`src/verilog/flash_status_pkg.sv`:
```
// constants and types for the flash write-status host controller
// Behaviour
// - reads framed by output or chip enable
// - host combines sector and busy toggle bits
// - host reads full byte twice, compares toggle
// - unchanged toggle means operation finished
// - toggling with fail high: recheck, then reset
// - resumed check restarts from double read
// - host writes reset command after any failure
// - ignore window bit only under 50 us spacing; host has no spacing timer and checks the window bit on every add
// - host checks window before and after adding
// - host gives valid address for status reads
package flash_status_pkg;

  // timing
  localparam int CLK_MHZ = 100;
  localparam int T_ACC_NS = 100;
  localparam int T_REC_NS = 30;
  localparam int T_WP_NS = 50;
  localparam int SYNC_STAGES = 2;
  localparam logic [4:0] T_ACC_CYC = 5'((T_ACC_NS * CLK_MHZ + 999) / 1000);
  localparam logic [4:0] T_REC_CYC = 5'((T_REC_NS * CLK_MHZ + 999) / 1000);
  localparam logic [4:0] T_WP_CYC = 5'((T_WP_NS * CLK_MHZ + 999) / 1000);
  localparam logic [4:0] T_CAPTURE = 5'(T_ACC_CYC + 5'(SYNC_STAGES) - 5'h01);

  // register offsets
  localparam logic [3:0] REG_CTRL = 4'h0;
  localparam logic [3:0] REG_ADDR = 4'h4;
  localparam logic [3:0] REG_STATUS = 4'h8;
  localparam logic [3:0] REG_DATA = 4'hc;

  // control fields
  localparam int CTRL_CMD_LSB = 0;
  localparam int CTRL_GO_BIT = 2;
  localparam int CTRL_CE_FRAME_BIT = 3;
  localparam logic [3:0] CTRL_RESET = 4'h0;
  localparam logic [19:0] ADDR_RESET = 20'h00000;

  // commands
  localparam logic [1:0] CMD_CHECK = 2'h0;
  localparam logic [1:0] CMD_STATUS = 2'h1;
  localparam logic [1:0] CMD_RESET = 2'h2;
  localparam logic [1:0] CMD_ADD_ERASE = 2'h3;

  // flash command bytes
  localparam logic [7:0] FLASH_RESET_CMD = 8'hf0;
  localparam logic [7:0] FLASH_ERASE_CMD = 8'h30;

  // status bit positions on the data byte lines
  localparam int BIT_DATA_POLL = 7;
  localparam int BIT_BUSY_TGL = 6;
  localparam int BIT_FAIL = 5;
  localparam int BIT_WINDOW = 3;
  localparam int BIT_SECT_TGL = 2;

  // status register fields
  localparam int ST_BUSY = 0;
  localparam int ST_FLASH_DONE = 1;
  localparam int ST_FAILED = 2;
  localparam int ST_TOGGLING = 3;
  localparam int ST_SECT_TGL = 4;
  localparam int ST_WINDOW = 5;
  localparam int ST_REFUSED = 6;
  localparam int ST_NOT_ACC = 7;
  localparam int ST_READY = 8;

  typedef enum logic [3:0] {
    ST_IDLE = 4'h1,
    ST_ACT = 4'h2,
    ST_REC = 4'h4,
    ST_EVAL = 4'h8
  } state_type;

endpackage : flash_status_pkg

```
`src/verilog/flash_status_host.sv`:
```
// host controller that polls flash write-operation status bits
//
// Implementation choices: the register addresses and the address-and-strobe port.
`timescale 1ns/1ps
module flash_status_host #(
  parameter int ADDR_W = 20
) (
  // clock and reset
  input wire logic i_clk,
  input wire logic i_sys_rst,
  // register port
  input wire logic [3:0] i_addr,
  input wire logic [31:0] i_wr_data,
  input wire logic i_wr,
  input wire logic i_rd,
  output logic [31:0] o_rd_data,
  // flash pins
  output logic [ADDR_W-1:0] o_flash_addr,
  output logic o_ce_n,
  output logic o_oe_n,
  output logic o_we_n,
  input wire logic [7:0] i_data,
  output logic [7:0] o_data,
  output logic o_data_oe,
  input wire logic i_ready_busy_n_out
);

  flash_status_pkg::state_type state_q, state_d;
  logic [1:0] op_q, op_d;
  logic [1:0] step_q, step_d;
  logic [4:0] cnt_q, cnt_d;
  logic is_wr_q, is_wr_d;
  logic ce_frame_q, ce_frame_d;
  logic [ADDR_W-1:0] addr_q, addr_d;
  logic ce_n_q, ce_n_d;
  logic oe_n_q, oe_n_d;
  logic we_n_q, we_n_d;
  logic [7:0] dout_q, dout_d;
  logic doe_q, doe_d;
  logic [7:0] prev_q, prev_d;
  logic [7:0] last_q, last_d;
  logic flash_done_q, flash_done_d;
  logic failed_q, failed_d;
  logic toggling_q, toggling_d;
  logic sect_q, sect_d;
  logic window_q, window_d;
  logic refused_q, refused_d;
  logic not_acc_q, not_acc_d;
  logic [31:0] rd_data_q, rd_data_d;
  logic [1:0] rd_cnt_q, rd_cnt_d;

  logic [8:0] pin_sync;
  logic [7:0] data_sync;
  logic ready_sync;
  logic busy_tgl;
  logic sect_tgl;
  logic go;
  logic [1:0] cmd;

  sync2 #(
    .WIDTH(9)
  ) pin_sync_u (
    .i_clk(i_clk),
    .i_sys_rst(i_sys_rst),
    .i_async({i_ready_busy_n_out, i_data}),
    .o_sync(pin_sync)
  );

  assign data_sync = pin_sync[7:0];
  assign ready_sync = pin_sync[8];
  // compare the last two captured bytes
  assign busy_tgl = last_q[flash_status_pkg::BIT_BUSY_TGL] ^ prev_q[flash_status_pkg::BIT_BUSY_TGL];
  assign sect_tgl = last_q[flash_status_pkg::BIT_SECT_TGL] ^ prev_q[flash_status_pkg::BIT_SECT_TGL];
  assign go = i_wr && (i_addr == flash_status_pkg::REG_CTRL) && i_wr_data[flash_status_pkg::CTRL_GO_BIT];
  assign cmd = i_wr_data[flash_status_pkg::CTRL_CMD_LSB +: 2];

  always_comb begin
    logic launch_rd;
    logic launch_wr;
    logic finish;
    logic [7:0] wr_byte;
    launch_rd = 1'b0;
    launch_wr = 1'b0;
    finish = 1'b0;
    wr_byte = flash_status_pkg::FLASH_RESET_CMD;
    state_d = state_q;
    op_d = op_q;
    step_d = step_q;
    cnt_d = cnt_q;
    is_wr_d = is_wr_q;
    ce_frame_d = ce_frame_q;
    addr_d = addr_q;
    ce_n_d = ce_n_q;
    oe_n_d = oe_n_q;
    we_n_d = we_n_q;
    dout_d = dout_q;
    doe_d = doe_q;
    prev_d = prev_q;
    last_d = last_q;
    flash_done_d = flash_done_q;
    failed_d = failed_q;
    toggling_d = toggling_q;
    sect_d = sect_q;
    window_d = window_q;
    refused_d = refused_q;
    not_acc_d = not_acc_q;
    rd_cnt_d = rd_cnt_q;
    rd_data_d = 32'h00000000;
    // register reads
    if (i_rd) begin
      case (i_addr)
        flash_status_pkg::REG_CTRL: rd_data_d = {28'h0000000, ce_frame_q, 1'b0, op_q};
        flash_status_pkg::REG_ADDR: rd_data_d = 32'(addr_q);
        flash_status_pkg::REG_STATUS: begin
          rd_data_d[flash_status_pkg::ST_BUSY] = (state_q != flash_status_pkg::ST_IDLE);
          rd_data_d[flash_status_pkg::ST_FLASH_DONE] = flash_done_q;
          rd_data_d[flash_status_pkg::ST_FAILED] = failed_q;
          rd_data_d[flash_status_pkg::ST_TOGGLING] = toggling_q;
          rd_data_d[flash_status_pkg::ST_SECT_TGL] = sect_q;
          rd_data_d[flash_status_pkg::ST_WINDOW] = window_q;
          rd_data_d[flash_status_pkg::ST_REFUSED] = refused_q;
          rd_data_d[flash_status_pkg::ST_NOT_ACC] = not_acc_q;
          rd_data_d[flash_status_pkg::ST_READY] = ready_sync;
        end
        flash_status_pkg::REG_DATA: rd_data_d = {24'h000000, last_q};
        default: rd_data_d = 32'h00000000;
      endcase
    end
    case (state_q)
      flash_status_pkg::ST_IDLE: begin
        // address the status location; ignored while an operation runs
        if (i_wr && (i_addr == flash_status_pkg::REG_ADDR)) begin
          addr_d = i_wr_data[ADDR_W-1:0];
        end
        if (go) begin
          // every check starts again from its first read
          op_d = cmd;
          step_d = 2'h0;
          rd_cnt_d = 2'h0;
          ce_frame_d = i_wr_data[flash_status_pkg::CTRL_CE_FRAME_BIT];
          flash_done_d = 1'b0;
          failed_d = 1'b0;
          toggling_d = 1'b0;
          sect_d = 1'b0;
          refused_d = 1'b0;
          not_acc_d = 1'b0;
          if (cmd == flash_status_pkg::CMD_RESET) begin
            launch_wr = 1'b1;
          end else begin
            launch_rd = 1'b1;
          end
        end
      end
      flash_status_pkg::ST_ACT: begin
        cnt_d = cnt_q + 5'h01;
        if (is_wr_q && (cnt_q == flash_status_pkg::T_WP_CYC - 5'h01)) begin
          we_n_d = 1'b1;
          ce_n_d = 1'b1;
          cnt_d = 5'h00;
          state_d = flash_status_pkg::ST_REC;
        end else if (!is_wr_q && (cnt_q == flash_status_pkg::T_CAPTURE)) begin
          // capture the whole byte, keep the one before for comparison
          prev_d = last_q;
          last_d = data_sync;
          rd_cnt_d = (rd_cnt_q == 2'h3) ? rd_cnt_q : rd_cnt_q + 2'h1;
          // end the framing strobe so the device advances its toggles
          if (ce_frame_q) begin
            ce_n_d = 1'b1;
          end else begin
            oe_n_d = 1'b1;
          end
          cnt_d = 5'h00;
          state_d = flash_status_pkg::ST_REC;
        end
      end
      flash_status_pkg::ST_REC: begin
        doe_d = 1'b0;
        cnt_d = cnt_q + 5'h01;
        if (cnt_q == flash_status_pkg::T_REC_CYC - 5'h01) begin
          state_d = flash_status_pkg::ST_EVAL;
        end
      end
      flash_status_pkg::ST_EVAL: begin
        case (op_q)
          flash_status_pkg::CMD_CHECK: begin
            if (step_q == 2'h0) begin
              step_d = 2'h1;
              launch_rd = 1'b1;
            end else if (step_q == 2'h1) begin
              sect_d = sect_tgl;
              if (!busy_tgl) begin
                flash_done_d = 1'b1;
                finish = 1'b1;
              end else if (last_q[flash_status_pkg::BIT_FAIL]) begin
                step_d = 2'h2;
                launch_rd = 1'b1;
              end else begin
                toggling_d = 1'b1;
                finish = 1'b1;
              end
            end else if (step_q == 2'h2) begin
              if (!busy_tgl) begin
                flash_done_d = 1'b1;
                finish = 1'b1;
              end else begin
                failed_d = 1'b1;
                step_d = 2'h3;
                launch_wr = 1'b1;
              end
            end else begin
              finish = 1'b1;
            end
          end
          flash_status_pkg::CMD_STATUS: begin
            window_d = last_q[flash_status_pkg::BIT_WINDOW];
            finish = 1'b1;
          end
          flash_status_pkg::CMD_ADD_ERASE: begin
            if (step_q == 2'h0) begin
              // window check before adding a sector
              window_d = last_q[flash_status_pkg::BIT_WINDOW];
              if (last_q[flash_status_pkg::BIT_WINDOW]) begin
                refused_d = 1'b1;
                finish = 1'b1;
              end else begin
                step_d = 2'h1;
                wr_byte = flash_status_pkg::FLASH_ERASE_CMD;
                launch_wr = 1'b1;
              end
            end else if (step_q == 2'h1) begin
              step_d = 2'h2;
              launch_rd = 1'b1;
            end else begin
              window_d = last_q[flash_status_pkg::BIT_WINDOW];
              not_acc_d = last_q[flash_status_pkg::BIT_WINDOW];
              finish = 1'b1;
            end
          end
          default: finish = 1'b1;
        endcase
      end
      default: finish = 1'b1;
    endcase
    if (launch_rd) begin
      state_d = flash_status_pkg::ST_ACT;
      cnt_d = 5'h00;
      is_wr_d = 1'b0;
      ce_n_d = 1'b0;
      oe_n_d = 1'b0;
      we_n_d = 1'b1;
      doe_d = 1'b0;
    end else if (launch_wr) begin
      state_d = flash_status_pkg::ST_ACT;
      cnt_d = 5'h00;
      is_wr_d = 1'b1;
      ce_n_d = 1'b0;
      oe_n_d = 1'b1;
      we_n_d = 1'b0;
      dout_d = wr_byte;
      doe_d = 1'b1;
    end else if (finish) begin
      state_d = flash_status_pkg::ST_IDLE;
      ce_n_d = 1'b1;
      oe_n_d = 1'b1;
      we_n_d = 1'b1;
      doe_d = 1'b0;
    end
  end

  always_ff @(posedge i_clk or posedge i_sys_rst) begin
    if (i_sys_rst) begin
      state_q <= flash_status_pkg::ST_IDLE;
      op_q <= flash_status_pkg::CMD_CHECK;
      step_q <= 2'h0;
      cnt_q <= 5'h00;
      is_wr_q <= 1'b0;
      ce_frame_q <= 1'b0;
      addr_q <= '0;
      ce_n_q <= 1'b1;
      oe_n_q <= 1'b1;
      we_n_q <= 1'b1;
      dout_q <= 8'h00;
      doe_q <= 1'b0;
      prev_q <= 8'h00;
      last_q <= 8'h00;
      flash_done_q <= 1'b0;
      failed_q <= 1'b0;
      toggling_q <= 1'b0;
      sect_q <= 1'b0;
      window_q <= 1'b0;
      refused_q <= 1'b0;
      not_acc_q <= 1'b0;
      rd_data_q <= 32'h00000000;
      rd_cnt_q <= 2'h0;
    end else begin
      state_q <= state_d;
      op_q <= op_d;
      step_q <= step_d;
      cnt_q <= cnt_d;
      is_wr_q <= is_wr_d;
      ce_frame_q <= ce_frame_d;
      addr_q <= addr_d;
      ce_n_q <= ce_n_d;
      oe_n_q <= oe_n_d;
      we_n_q <= we_n_d;
      dout_q <= dout_d;
      doe_q <= doe_d;
      prev_q <= prev_d;
      last_q <= last_d;
      flash_done_q <= flash_done_d;
      failed_q <= failed_d;
      toggling_q <= toggling_d;
      sect_q <= sect_d;
      window_q <= window_d;
      refused_q <= refused_d;
      not_acc_q <= not_acc_d;
      rd_data_q <= rd_data_d;
      rd_cnt_q <= rd_cnt_d;
    end
  end

  assign o_rd_data = rd_data_q;
  assign o_flash_addr = addr_q;
  assign o_ce_n = ce_n_q;
  assign o_oe_n = oe_n_q;
  assign o_we_n = we_n_q;
  assign o_data = dout_q;
  assign o_data_oe = doe_q;
endmodule : flash_status_host

```
`src/verilog/sync2.sv`:
```
// two-stage synchroniser for pin inputs
`timescale 1ns/1ps
module sync2 #(
  parameter int WIDTH = 1
) (
  // clock and reset
  input wire logic i_clk,
  input wire logic i_sys_rst,
  // asynchronous input and synchronised output
  input wire logic [WIDTH-1:0] i_async,
  output logic [WIDTH-1:0] o_sync
);

  logic [WIDTH-1:0] meta_q;
  logic [WIDTH-1:0] sync_q;

  always_ff @(posedge i_clk or posedge i_sys_rst) begin
    if (i_sys_rst) begin
      meta_q <= '0;
      sync_q <= '0;
    end else begin
      meta_q <= i_async;
      sync_q <= meta_q;
    end
  end

  assign o_sync = sync_q;

endmodule : sync2
```
`config.mk`:
```
export PLATFORM = sky130hd
export DESIGN_NAME = flash_status_host
export DESIGN_NICKNAME = d
export VERILOG_FILES = /design/src/verilog/flash_status_pkg.sv /design/src/verilog/flash_status_host.sv /design/src/verilog/sync2.sv
export SDC_FILE = /design/constraint.sdc
export NUM_CORES = 1
export LEC_CHECK = 0
export ABC_AREA = 1
export BUFFER_PORTS_ARGS = -buffer_cell sky130_fd_sc_hd__buf_2
export CORE_MARGIN = 2
export CORE_UTILIZATION = 48
export CTS_BUF_LIST = sky130_fd_sc_hd__clkbuf_2 sky130_fd_sc_hd__clkbuf_4 sky130_fd_sc_hd__clkbuf_8
export CTS_CLUSTER_SIZE = 40
export DETAILED_ROUTE_END_ITERATION = 10
export PLACE_DENSITY = 0.71
export SLEW_MARGIN = 5
export SYNTH_ARGS = -nofsm -noshare
export SYNTH_HDL_FRONTEND = slang
export SYNTH_HIERARCHICAL = 1
export SYNTH_SLANG_ARGS = --single-unit
```
`constraint.sdc`:
```
create_clock -name i_clk -period 4.9 [get_ports i_clk]
set_input_delay 0.98 -clock i_clk [delete_from_list [all_inputs] [get_ports i_clk]]
set_output_delay 0.98 -clock i_clk [all_outputs]
set_load 0.03 [all_outputs]
```
# Word-level counts from Yosys, hierarchy flattened
# Index checks and enable logic that the tools add are counted.
# word_totals
register_bits	119
in_bits	49
out_inout_bits	64
word_cells	226
# op_classes
n_addsub	1
eq_ne	40
muxes	120
bitwise_logic	4
n_reduce_logical	37
# ops
cell	count
two-way mux 1 bit	76
one-hot mux 9 bit (4 select lines)	1
two-way mux 8 bit	4
one-hot mux 1 bit (2 select lines)	13
!= test 5 bit, second input constant	5
two-way mux 4 bit	6
two-way mux 2 bit	10
two-way mux 20 bit	1
two-way mux 5 bit	4
!= test 2 bit, second input constant	10
AND reduction 5 bit	4
nonzero test 4 bit	5
nonzero test 5 bit	3
AND reduction 7 bit	2
equality test 4 bit, second input constant	3
!= test 4 x 1 -> 1 bit, second input constant	3
AND reduction 3 bit	4
two-way mux 11 bit	1
one-hot mux 5 bit (2 select lines)	1
AND reduction 9 bit	1
equality test 4 x 3 -> 1 bit, second input constant	2
!= test 4 bit, second input constant	2
one-hot mux 2 bit (2 select lines)	2
one-hot mux 4 bit (2 select lines)	1
22 further kinds	38

# Depth between registers and ports, before layout
# Gate-level depths: netlist (run 1).
# depth
word_depth	10
mapped_depth	14
ltp_nobuf	14

# Modules after synthesis
# Netlist (run 1), hierarchy kept.
# modules_own_cells
mod	instances	cells_each	area_per_inst_um2	seq_area_each_um2
flash_status_host	1	457	3908.7	1956.9
sync2	1	19	454.2	450.4

# Worst setup path after synthesis (run 1)
# OpenSTA, ideal clock, no wires.
# synth_path
kind	in2reg
from	in i_addr[1]
to	reg state_q[3]
setup_time_ns	0.117
t_arrival_ns	1.970
required_time_ns	4.783
setup_slack_ns	2.813
stages	11
n_path_buf	1
cell_sequence	nor2_2 nand3_2 nor2_4 buf_6 nand2_2 nand2_4 inv_4 nand4_4 nand3_1 nand2_1 nand2_1
# synth_between
elab_chain_cells	7
elab_cells_between_ends	13
cone_classes	eq/ne (2); mux (6); reduce/logical (5)
# synth_lines
element	line	source
start, declared	flash_status_host.sv:12	input wire logic [3:0] i_addr,
zero test 4 bit (*)	flash_status_host.sv:74	assign go = i_wr && (i_addr == flash_status_pkg::REG_CTRL) && i_wr_data[flash_status_pkg::CTRL_GO_BIT];
logical AND 1 bit (*) (2 in a row)	flash_status_host.sv:74	
two-way mux 1 bit	flash_status_host.sv:135	if (go) begin
one-hot mux 1 bit (2 select lines)	flash_status_host.sv:129	case (state_q)
!= test 6 bit (no line), or another cell as far along	--	
AND reduction 3 bit (no line) / two-way mux 4 bit (equally long branches)	--	
end signal, assigned	flash_status_host.sv:272	state_q <= flash_status_pkg::ST_IDLE;
end signal, assigned	flash_status_host.sv:296	state_q <= state_d;
end, declared	flash_status_host.sv:28	flash_status_pkg::state_type state_q, state_d;
# Every way passes the cells marked *; elsewhere a longest branch is shown, timed or not.
# A chain may end at the register's enable or synchronous reset.

# Worst setup path after layout (run 1)
# layout_path
from	in i_addr[1]
to	reg addr_q[15] (netlist: o_flash_addr[15])
# layout_between
elab_chain_cells	3
# layout_lines
element	line	source
equality test 4 x 3 -> 1 bit	flash_status_host.sv:132	if (i_wr && (i_addr == flash_status_pkg::REG_ADDR)) begin
logical AND 1 bit	flash_status_host.sv:132	
AND reduction 2 bit (no line)	--	
end signal, assigned	flash_status_host.sv:302	addr_q <= addr_d;
end, declared	flash_status_host.sv:34	logic [ADDR_W-1:0] addr_q, addr_d;
# Every way passes these cells.

==> impl_results.md, run 1 <==
- Post-Syn Area: 4360 um^2
- IO buf count: 84
- Layout cells sized above 1: 24.6%
- Worst slew margin: 33.4%
- WP data required: 5.18 ns
- Clk_lat worst skew: 0.37 ns
- Std-Cell Rows: 34
- CP Cell Sequence: buf_2, nor2_2, nand3_1, nor2_2, buf_4, nand2_1, o21ai_1
- Remaining routing DRC violations: 0
- Final worst path period need: 2.74 ns
- Asr flop ratio synth: 100%
- Clock skew: 0.0169 ns
- Routed Antenna Nets: 0
- Status: finished clean
- Utilization after layout: 56.9%
- Total Power: 2.18 mW
- Netlist cell types: 43
- Reg2Reg Setup Slack: 2.87 ns
- Final period util: 55.9%
- Synth Area in Adders: 2.58%
- First-pass GRT wire length: 15.0 mm
- DRT Wirelength: 8.90 mm
- Core Region: 8760 um^2
- CP max FO: 26
- Cell Pwr Density: 438 nW/um^2
- # IOs: 113
- Ys flop type: dfrtp_1
- Setup violators final: 0
- Cells after Synth: 476
- Post-synth EDFFs: 0
- Setup TNS: 0 ns
- R2R depth: 10
- Critical path depth in cells: 7
- CP peak stage delay: 0.63 ns
- Total GRT Usage: 19.0%
- VDD IR max: 0.202 mV
- Die H: 99.3 um
- Initial DRT Pass Iterations: 4
- Dpl cells: 658
- Cell repeated most along the worst path: nor2_2
- Most frequent cells in the layout: nand2_1, dfrtp_1, buf_2
- Unrepaired setup endpoints after global routing: no
- Worst R2R Start: state_q[0]
- Setup crit end: o_flash_addr[15]
- Max clock buf depth: 2
- Critical path type: in2reg
- Worst Hold Class: reg2reg
- Routed WL per cell: 13.2 um
- Sequential fraction of the synthesis area: 55.2%
- Synth Area in Compound Gates: 9.92%
- Maximum clock frequency: 365 MHz
- CTS tree: built
- Dpl hpwl: 6.68 mm
- Reg2reg end: o_data[6]
- Global route total overflow: 0
- Crit. End Element: flip-flop
- Worst hold slack: 0.354 ns
- CP startpoint kind: primary input
- Vias/cell: 4.85
- Area Overhead vs Synth: 14.3%
- Ant diodes: 0
- Number of max-cap violations: 0
- Synth Area in Simple Gates: 20.0%
- Hold buffers post-CTS: 0
- Fillers: 781
- Fin. Hold Viols: 0
- Largest family of logic cells by synthesized area: simple AND/OR/NAND/NOR gates
- Vias: 3270
- Pins Over Slew Limit: 0
- CTS buffer count: 9
- CP Data Arrival Time: 3.02 ns
- Net count, final: 619
- Synth Register Bits: 96
- Die W: 99.3 um
- Num Clock Sinks: 96
- Synth warn: 6
- Htree depth: 3
- Worst slew pin tran: 0.998 ns
- Mux cell area share after synthesis: 0.258%
- Family with the most delay on the worst path: simple AND/OR/NAND/NOR gates
- Vias in the first global route: 3246
- Critical path buffers and inverters: 2
- CP max-delay cell: nor2_2
- CTS root buf: clkbuf_8
- Total die area: 9870 um^2
- P_leak: 2.59 nW
- Initial antenna violation count: 0
- Initial Util: 49.8%
- Post_cts resized: 0
- GP Congestion: 0.993
- Mean Syn Cell Area: 9.17 um^2
- Xor and xnor fraction of the mapped netlist area: 0.602%
- Largest net degree at the start of global routing: 49
- Non-filler cells in the finished layout: 674
- Initial drt markers: 162
- Clock-pin slew on the worst setup and hold paths: 0.09 ns
- Crit path from: i_addr[1]
- Postcts setup bufs: 0
state kept, by name (all words and copies together) (netlist names), 2 cells and up:
register	flops
o_data	2
cnt_q	5
last_q	8
pin_sync_u/meta_q	9
op_q	2
o_flash_addr	20
pin_sync_u/o_sync	9
state_q	4
step_q	2
o_rd_data	20
prev_q	2
Yosys cell counts, types with 2 or more instances:
cell type  number  area share [%]
a21oi_1         7            0.80
a221oi_1        3            0.60
a31oi_1         4            0.57
buf_4          20             3.4
buf_6           2            0.52
clkbuf_1        5            0.43
dfrtp_1        92              53
dfstp_2         4             2.4
ha_1            9             2.6
inv_1          73             6.3
inv_2           4            0.34
nand2_1        92             7.9
nand2_2         5            0.72
nand2_4         2            0.52
nand3_1        19             2.2
nand4_1         5            0.72
nor2_1         32             2.8
nor2_2          5            0.72
nor2_4          3            0.77
nor3_1         16             1.8
nor3_2          2            0.46
o211ai_1        4            0.69
o21ai_0        36             4.1
o21ai_1         6            0.69
o221ai_1        2            0.40
o22ai_1         6            0.86
xor2_1          2            0.40
how the worst min path moves through the flow:
| stage | startpoint | endpoint | slack, ns | cells past startpoint |
|---|---|---|---|---|
| detailed placement | pin_sync_u/meta_q[1] | pin_sync_u/o_sync[1] | 0.33 | 0 |
| global route | pin_sync_u/meta_q[2] | pin_sync_u/o_sync[2] | 0.36 | 0 |
| global placement | pin_sync_u/meta_q[6] | pin_sync_u/o_sync[6] | 0.33 | 0 |
| floorplan | pin_sync_u/meta_q[0] | pin_sync_u/o_sync[0] | 0.33 | 0 |
| CTS | pin_sync_u/meta_q[6] | pin_sync_u/o_sync[6] | 0.36 | 0 |
| finish | pin_sync_u/meta_q[6] | pin_sync_u/o_sync[6] | 0.35 | 0 |
kinds of logic (layout without fill, tap and decap cells):
logic type	Yosys count	count (layout)
other cells	1	16
flops	96	96
mux	1	1
fa+ha+maj	9	9
buf+inv	107	182
simple gates	186	186
xor+xnor	3	3
compound gates	73	73
layout make-up:
cell class                      instances  area [um^2]  area share (%)
Multi-Input combinational cell        288         1520            30.4
Inverter                               79          300            6.02
Sequential cell                        96         2410            48.3
Tap cell                              108          135            2.71
Clock inverter                          7         60.1            1.20
Timing Repair Buffer                   87          443            8.88
Clock buffer                            9          124            2.48
metrics by stage:
stage	setup slack (ns)	instance area, um^2
6_report	2.16	4990
5_1_grt	1.88	4990
4_1_cts	2.16	4990
3_5_place_dp	1.79	4800
3_3_place_gp	1.82	4800
2_1_floorplan	1.93	4420
power by group:
group	switching, mW	leakage [nW]	internal, mW
clock network	0.293	0.0901	0.194
registers	0.0817	1.21	0.929
logic	0.485	1.29	0.201
total	0.860	2.59	1.32
routing by layer:
layer  part of all wire [%]  track usage, %
met5                      0               0
met4                    1.2            6.95
met3                    5.5            3.37
met2                     47            30.0
met1                     47            26.4
No activity file was read; power rests on OpenSTA's default activity.
==> run 2, diff against run 1 <==
==> constraint.sdc (replaced) <==
create_clock -name i_clk -period 2.7 [get_ports i_clk]
set_input_delay 0.54 -clock i_clk [delete_from_list [all_inputs] [get_ports i_clk]]
set_output_delay 0.54 -clock i_clk [all_outputs]
set_load 0.03 [all_outputs]
==> run 2 against run 1 <==
Effect of this change: worst hold slack worse by 0.097 ns; sequential power is 81% higher; power is 90% higher; routed wire length is 2.1% lower; via count is 1.1% higher; count of clock-buffer cells in the layout is 1 higher; critical endpoint is now o_data[6]; largest power group unchanged; highest routed layer unchanged.
==> impl_results.md, run 2 (synthesis results as in run 1) <==
- Initial drt markers: 220 (+36%)
- Most frequent cells in the layout: nand2_1, dfrtp_1, buf_2
- Total die area: 9870 um^2 (unchanged)
- CTS tree: built
- Number of max-cap violations: 0 (unchanged)
- Postcts setup bufs: 0 (unchanged)
- Global route total overflow: 0 (unchanged)
- Vias: 3307 (+1.1%)
- Die W: 99.3 um (unchanged)
- Fin. Hold Viols: 0 (unchanged)
- Critical path type: reg2reg
- Setup TNS: 0 ns (unchanged)
- Htree depth: 3 (unchanged)
- Net count, final: 620 (+0.16%)
- Pins Over Slew Limit: 0 (unchanged)
- Dpl cells: 659 (+0.15%)
- Ant diodes: 0 (unchanged)
- Hold buffers post-CTS: 0 (unchanged)
- Status: finished clean
- Maximum clock frequency: 486 MHz
- Routed WL per cell: 12.9 um (-2.2%)
- Total GRT Usage: 18.5% (-0.48 points)
- Worst slew pin tran: 0.619 ns (-0.379 ns)
- Initial Util: 49.8% (unchanged)
- CP Data Arrival Time: 2.30 ns (-0.72 ns)
- Num Clock Sinks: 96 (unchanged)
- Post_cts resized: 0 (unchanged)
- CP max FO: 11 (-58%)
- Worst slew margin: 58.7% (+25 points)
- First-pass GRT wire length: 14.8 mm (-1.8%)
- Final period util: 76.1%
- P_leak: 2.63 nW (+1.4%)
- Initial DRT Pass Iterations: 5 (+1)
- Non-filler cells in the finished layout: 675 (+0.15%)
- CTS root buf: clkbuf_8
- Vias in the first global route: 3136 (-3.4%)
- Utilization after layout: 57.7% (+0.77 points)
- Area Overhead vs Synth: 15.9%
- GP Congestion: 0.980 (-1.3%)
- Layout cells sized above 1: 24.7% (+0.13 points)
- Final worst path period need: 2.06 ns
- Core Region: 8760 um^2 (unchanged)
- Vias/cell: 4.90 (+0.98%)
- WP data required: 2.95 ns (-2.23 ns)
- Unrepaired setup endpoints after global routing: no
- VDD IR max: 0.329 mV (+63%)
- # IOs: 113 (unchanged)
- DRT Wirelength: 8.71 mm (-2.1%)
- CTS buffer count: 9 (unchanged)
- Routed Antenna Nets: 0 (unchanged)
- Clk_lat worst skew: 0.36 ns (about the same)
- Clock-pin slew on the worst setup and hold paths: 0.10 ns (about the same)
- Largest net degree at the start of global routing: 79 (+61%)
- Setup violators final: 0 (unchanged)
- Max clock buf depth: 2 (unchanged)
- Dpl hpwl: 6.44 mm (-3.7%)
- IO buf count: 84 (unchanged)
- Worst Hold Class: in2async
- Cell Pwr Density: 819 nW/um^2 (+87%)
- Initial antenna violation count: 0 (unchanged)
- Die H: 99.3 um (unchanged)
- Crit. End Element: flip-flop
- Fillers: 775 (-0.77%)
- CP startpoint kind: flip-flop
- Remaining routing DRC violations: 0 (unchanged)
- Std-Cell Rows: 34 (unchanged)
- Worst hold slack: 0.257 ns (-0.0967 ns)
- Clock skew: 0.0102 ns (-0.00669 ns)
[run 2: changes by cell type in the layout (fill, tap and decap cells not counted), sizes merged]
cell and change:
inv -1, bufinv +2, clkinvlp -2, clkbuf +1
buf +1
[run 2: per-stage QoR]
stage | setup WS (ns) | total power, mW | area [um^2]
2_1_floorplan | 0.172 | 2.76 | 4420
3_3_place_gp | 0.650 | 3.07 | 4820
3_5_place_dp | 0.646 | 3.10 | 4820
4_1_cts | 0.640 | 4.18 | 5050
5_1_grt | 0.419 | 4.39 | 5050
6_report | 0.644 | 4.14 | 5050
[run 2: power by group]
part,leakage [nW],internal (mW),switching (mW),total (mW)
combinational,1.29,0.367,0.878,1.24
clock,0.118,0.550,0.511,1.06
sequential,1.21,1.69,0.148,1.83
[run 2: worst paths after layout]
kind / from / to / slack [ns] / cells after the start
hold reg to reg: pin_sync_u/meta_q[6] / pin_sync_u/o_sync[6] / 0.35 / 0
hold / removal: i_sys_rst / pin_sync_u/meta_q[8] / 0.26 / 2
max in group asynchronous: i_sys_rst / pin_sync_u/o_sync[6] / 2.03 / 2
min in group i_clk: i_data[1] / pin_sync_u/meta_q[1] / 0.28 / 1
setup / recovery: state_q[0] / o_data[6] / 0.64 / 10
setup reg to reg: state_q[0] / o_data[6] / 0.64 / 10
[run 2: critical path, cell delays in order (launching register included)]
cell	delay [ns]
dfstp_2	0.40
nor2_1	0.14
nand3_1	0.43
nor2_1	0.37
nand2_1	0.14
nand2_4	0.10
inv_4	0.06
nor2_4	0.14
inv_1	0.07
nand2_1	0.05
nand2_1	0.04
[run 2: layout make-up]
class / instances / area [um^2] / share of cell area (%)
sequential: 96 / 2410 / 47.6
multi-input combinational: 288 / 1520 / 30.0
clock buffer: 10 / 131 / 2.60
tap: 108 / 135 / 2.67
inverter: 79 / 300 / 5.94
clock inverter: 6 / 100 / 1.98
timing repair buffer: 88 / 463 / 9.16
[run 2: layer usage]
metal	vias up	part of all wire, %	track usage [%]
met5	-	0	0
met4	0	1.3	6.01
met3	11	5.9	3.30
met2	112	46	28.5
met1	1528	47	26.8
li1	1656	-	-
==> run 3, diff against run 2 <==
--- a/config.mk
+++ b/config.mk
@@ -12,7 +12,7 @@
 export CTS_BUF_LIST = sky130_fd_sc_hd__clkbuf_2 sky130_fd_sc_hd__clkbuf_4 sky130_fd_sc_hd__clkbuf_8
 export CTS_CLUSTER_SIZE = 40
 export DETAILED_ROUTE_END_ITERATION = 10
-export PLACE_DENSITY = 0.71
+export PLACE_DENSITY = 0.73
 export SLEW_MARGIN = 5
 export SYNTH_ARGS = -nofsm -noshare
 export SYNTH_HDL_FRONTEND = slang
==> constraint.sdc (replaced) <==
create_clock -name i_clk -period 1.7 [get_ports i_clk]
set_input_delay 0.34 -clock i_clk [delete_from_list [all_inputs] [get_ports i_clk]]
set_output_delay 0.34 -clock i_clk [all_outputs]
set_load 0.03 [all_outputs]
==> run 3 against run 2 <==
Effect of this change: utilization grew 6.0 points; first-iteration DRC count decreased by 6.4%; clock power rose by 43%; design area grew 10%; power grew 66%; the flow now finishes with violations (setup timing); cell count grew 6.2%; critical path type unchanged; count of clock-buffer cells in the layout down 1; sequential cell count unchanged; register-to-register slack worse by 0.76 ns; worst hold slack worse by 0.25 ns; combinational power increased by 95%.
==> impl_results.md, run 3 (synthesis results as in run 1) <==
- Core Region: 8760 um^2 (unchanged)
- Clk_lat worst skew: 0.36 ns (about the same)
- VDD IR max: 0.477 mV (+45%)
- Cell Pwr Density: 1230 nW/um^2 (+50%)
- Crit path from: step_q[0]
- Psw: 2.65 mW (+73%)
- Final period util: 107% (+31 points)
- Worst hold slack: 0.0101 ns (-0.247 ns)
- Initial antenna violation count: 0 (unchanged)
- CTS tree: built
- Final instance area: 5580 um^2 (+10%)
- Initial Util: 49.8% (unchanged)
- Clk pwr share: 22.2% (-3.4 points)
- Initial DRT Pass Iterations: 5 (unchanged)
- Pins Over Slew Limit: 0 (unchanged)
- Dpl cells: 690 (+4.7%)
- Comb pwr share: 35.2% (+5.1 points)
- # IOs: 113 (unchanged)
- Unrepaired setup endpoints after global routing: yes
- Worst slew pin tran: 0.621 ns (+0.00129 ns)
- CTS buffer count: 9 (unchanged)
- Min setup slack post-route: -0.118 ns (-0.763 ns)
- Setup TNS: -0.896 ns (-0.896 ns)
- Vias: 3603 (+9.0%)
- First-pass GRT wire length: 15.7 mm (+6.0%)
- Part of the power in registers: 42.5% (-1.8 points)
- CTS root buf: clkbuf_8
- Reg2reg end: step_q[1]
- Net Sw Frac: 38.7% (+1.6 points)
- Routed WL per cell: 14.2 um (+10%)
- Utilization after layout: 63.6% (+6.0 points)
- Clock skew: 0.0123 ns (+0.00211 ns)
- Commonest non-fill, non-tap cell in the layout: dfrtp_1
- Crit. End Element: flip-flop
- Total Power: 6.86 mW (+66%)
- Non-filler cells in the finished layout: 717 (+6.2%)
- Cell repeated most along the worst path: nand2_1
- Number of max-cap violations: 0 (unchanged)
- Std-Cell Rows: 34 (unchanged)
- CP Cell Sequence: inv_2, ha_4, inv_4, nand2_4, a21oi_2, buf_4, a21oi_2, nand2_1, nand2_1, nand4_1, nand2_1, o21ai_1
- Failing checks: setup timing
- Num Clock Sinks: 96 (unchanged)
- Total die area: 9870 um^2 (unchanged)
- R2R depth: 12 (+2)
- Setup violators final: 16 (+16)
- Reg2Reg Setup Slack: -0.12 ns (-0.76 ns)
- Clock-pin slew on the worst setup and hold paths: 0.10 ns (about the same)
- Critical path type: reg2reg
- Fin. Hold Viols: 0 (unchanged)
- Worst Hold Class: in2async
- P_leak: 2.85 nW (+8.4%)
- Dpl ws: -0.110 ns (-0.755 ns)
- Largest net degree at the start of global routing: 34 (-57%)
- Hold buffers post-CTS: 0 (unchanged)
- Maximum clock frequency: 550 MHz (+13%)
- Critical path buffers and inverters: 3 (+1)
- CP max-delay cell: dfrtp_1
- Critical path depth in cells: 12 (+2)
- Net count, final: 663 (+6.9%)
- CP peak stage delay: 0.44 ns (about the same)
- Dpl cell area: 5070 um^2 (+5.2%)
- Layout cells sized above 1: 36.8% (+12 points)
- CP startpoint kind: flip-flop
- GP Congestion: 0.965 (-1.5%)
- IO buf count: 84 (unchanged)
- Vias/cell: 5.03 (+2.6%)
- Initial drt markers: 206 (-6.4%)
- P_int: 4.20 mW (+61%)
- Setup crit end: step_q[1]
- Final worst path period need: 1.82 ns (-0.237 ns)
- Die H: 99.3 um (unchanged)
- Remaining routing DRC violations: 0 (unchanged)
- Max clock buf depth: 2 (unchanged)
- Status: finished with violations
- WP data required: 1.96 ns (-0.99 ns)
- Fillers: 699 (-9.8%)
- Vias in the first global route: 3416 (+8.9%)
- CP Data Arrival Time: 2.08 ns (-0.22 ns)
- Ant diodes: 0 (unchanged)
- Family with the most delay on the worst path: simple AND/OR/NAND/NOR gates
- Worst R2R Start: step_q[0]
- Dpl hpwl: 7.12 mm (+11%)
- Die W: 99.3 um (unchanged)
- Htree depth: 3 (unchanged)
- Worst slew margin: 58.6% (-0.086 points)
- CP max FO: 5 (-6)
- DRT Wirelength: 10.2 mm (+17%)
- Total GRT Usage: 19.8% (+1.3 points)
- Global route total overflow: 0 (unchanged)
- Most frequent cells in the layout: dfrtp_1, nand2_1, buf_2
- Area Overhead vs Synth: 27.8%
- Routed Antenna Nets: 0 (unchanged)
- Multi-input combinational cell area: 1730 um^2 (+14%)
- Reg area: 2410 um^2 (about the same)
run 3: power groups by stage:
stage	Sequential, mW	Combinational, mW	Clock, mW
after floorplan	3.40	0.988	0
after global placement	2.94	2.09	0
after detailed placement	2.95	2.14	0
after CTS	2.91	2.15	1.55
after global routing	2.97	2.62	1.65
final	2.92	2.42	1.52
run 3: cell type report:
cell class	instances	area share, %
multi-input combinational	288	30.9
timing repair buffer	131	14.4
inverter	79	5.54
clock buffer	9	2.22
clock inverter	6	1.23
sequential	96	43.2
tap	108	2.42
run 3: repair_timing:
item | CTS | global route
setup buffers | 0 | 12
cloned | 0 | 0
resized for setup | 10 | 57
pin swaps | 1 | 31
setup endpoints to repair | 21 | 32
run 3: worst min-delay path by stage:
stage / startpoint / endpoint / slack, ns / cells past startpoint
2_1_floorplan: i_sys_rst / pin_sync_u/meta_q[0] / 0.28 / 1
5_1_grt: i_sys_rst / o_rd_data[4] / 0.04 / 2
3_3_place_gp: pin_sync_u/meta_q[6] / pin_sync_u/o_sync[6] / 0.33 / 0
3_5_place_dp: pin_sync_u/meta_q[5] / pin_sync_u/o_sync[5] / 0.33 / 0
4_1_cts: i_sys_rst / o_rd_data[4] / 0.02 / 2
6_report: i_sys_rst / o_rd_data[4] / 0.01 / 2
run 3: routing by layer:
metal	vias up	wire length, um	GRT usage, %
li1	1742	-	-
met1	1668	4290	27.5
met2	154	4860	31.4
met3	39	707	4.36
met4	0	324	6.22
met5	-	0	0
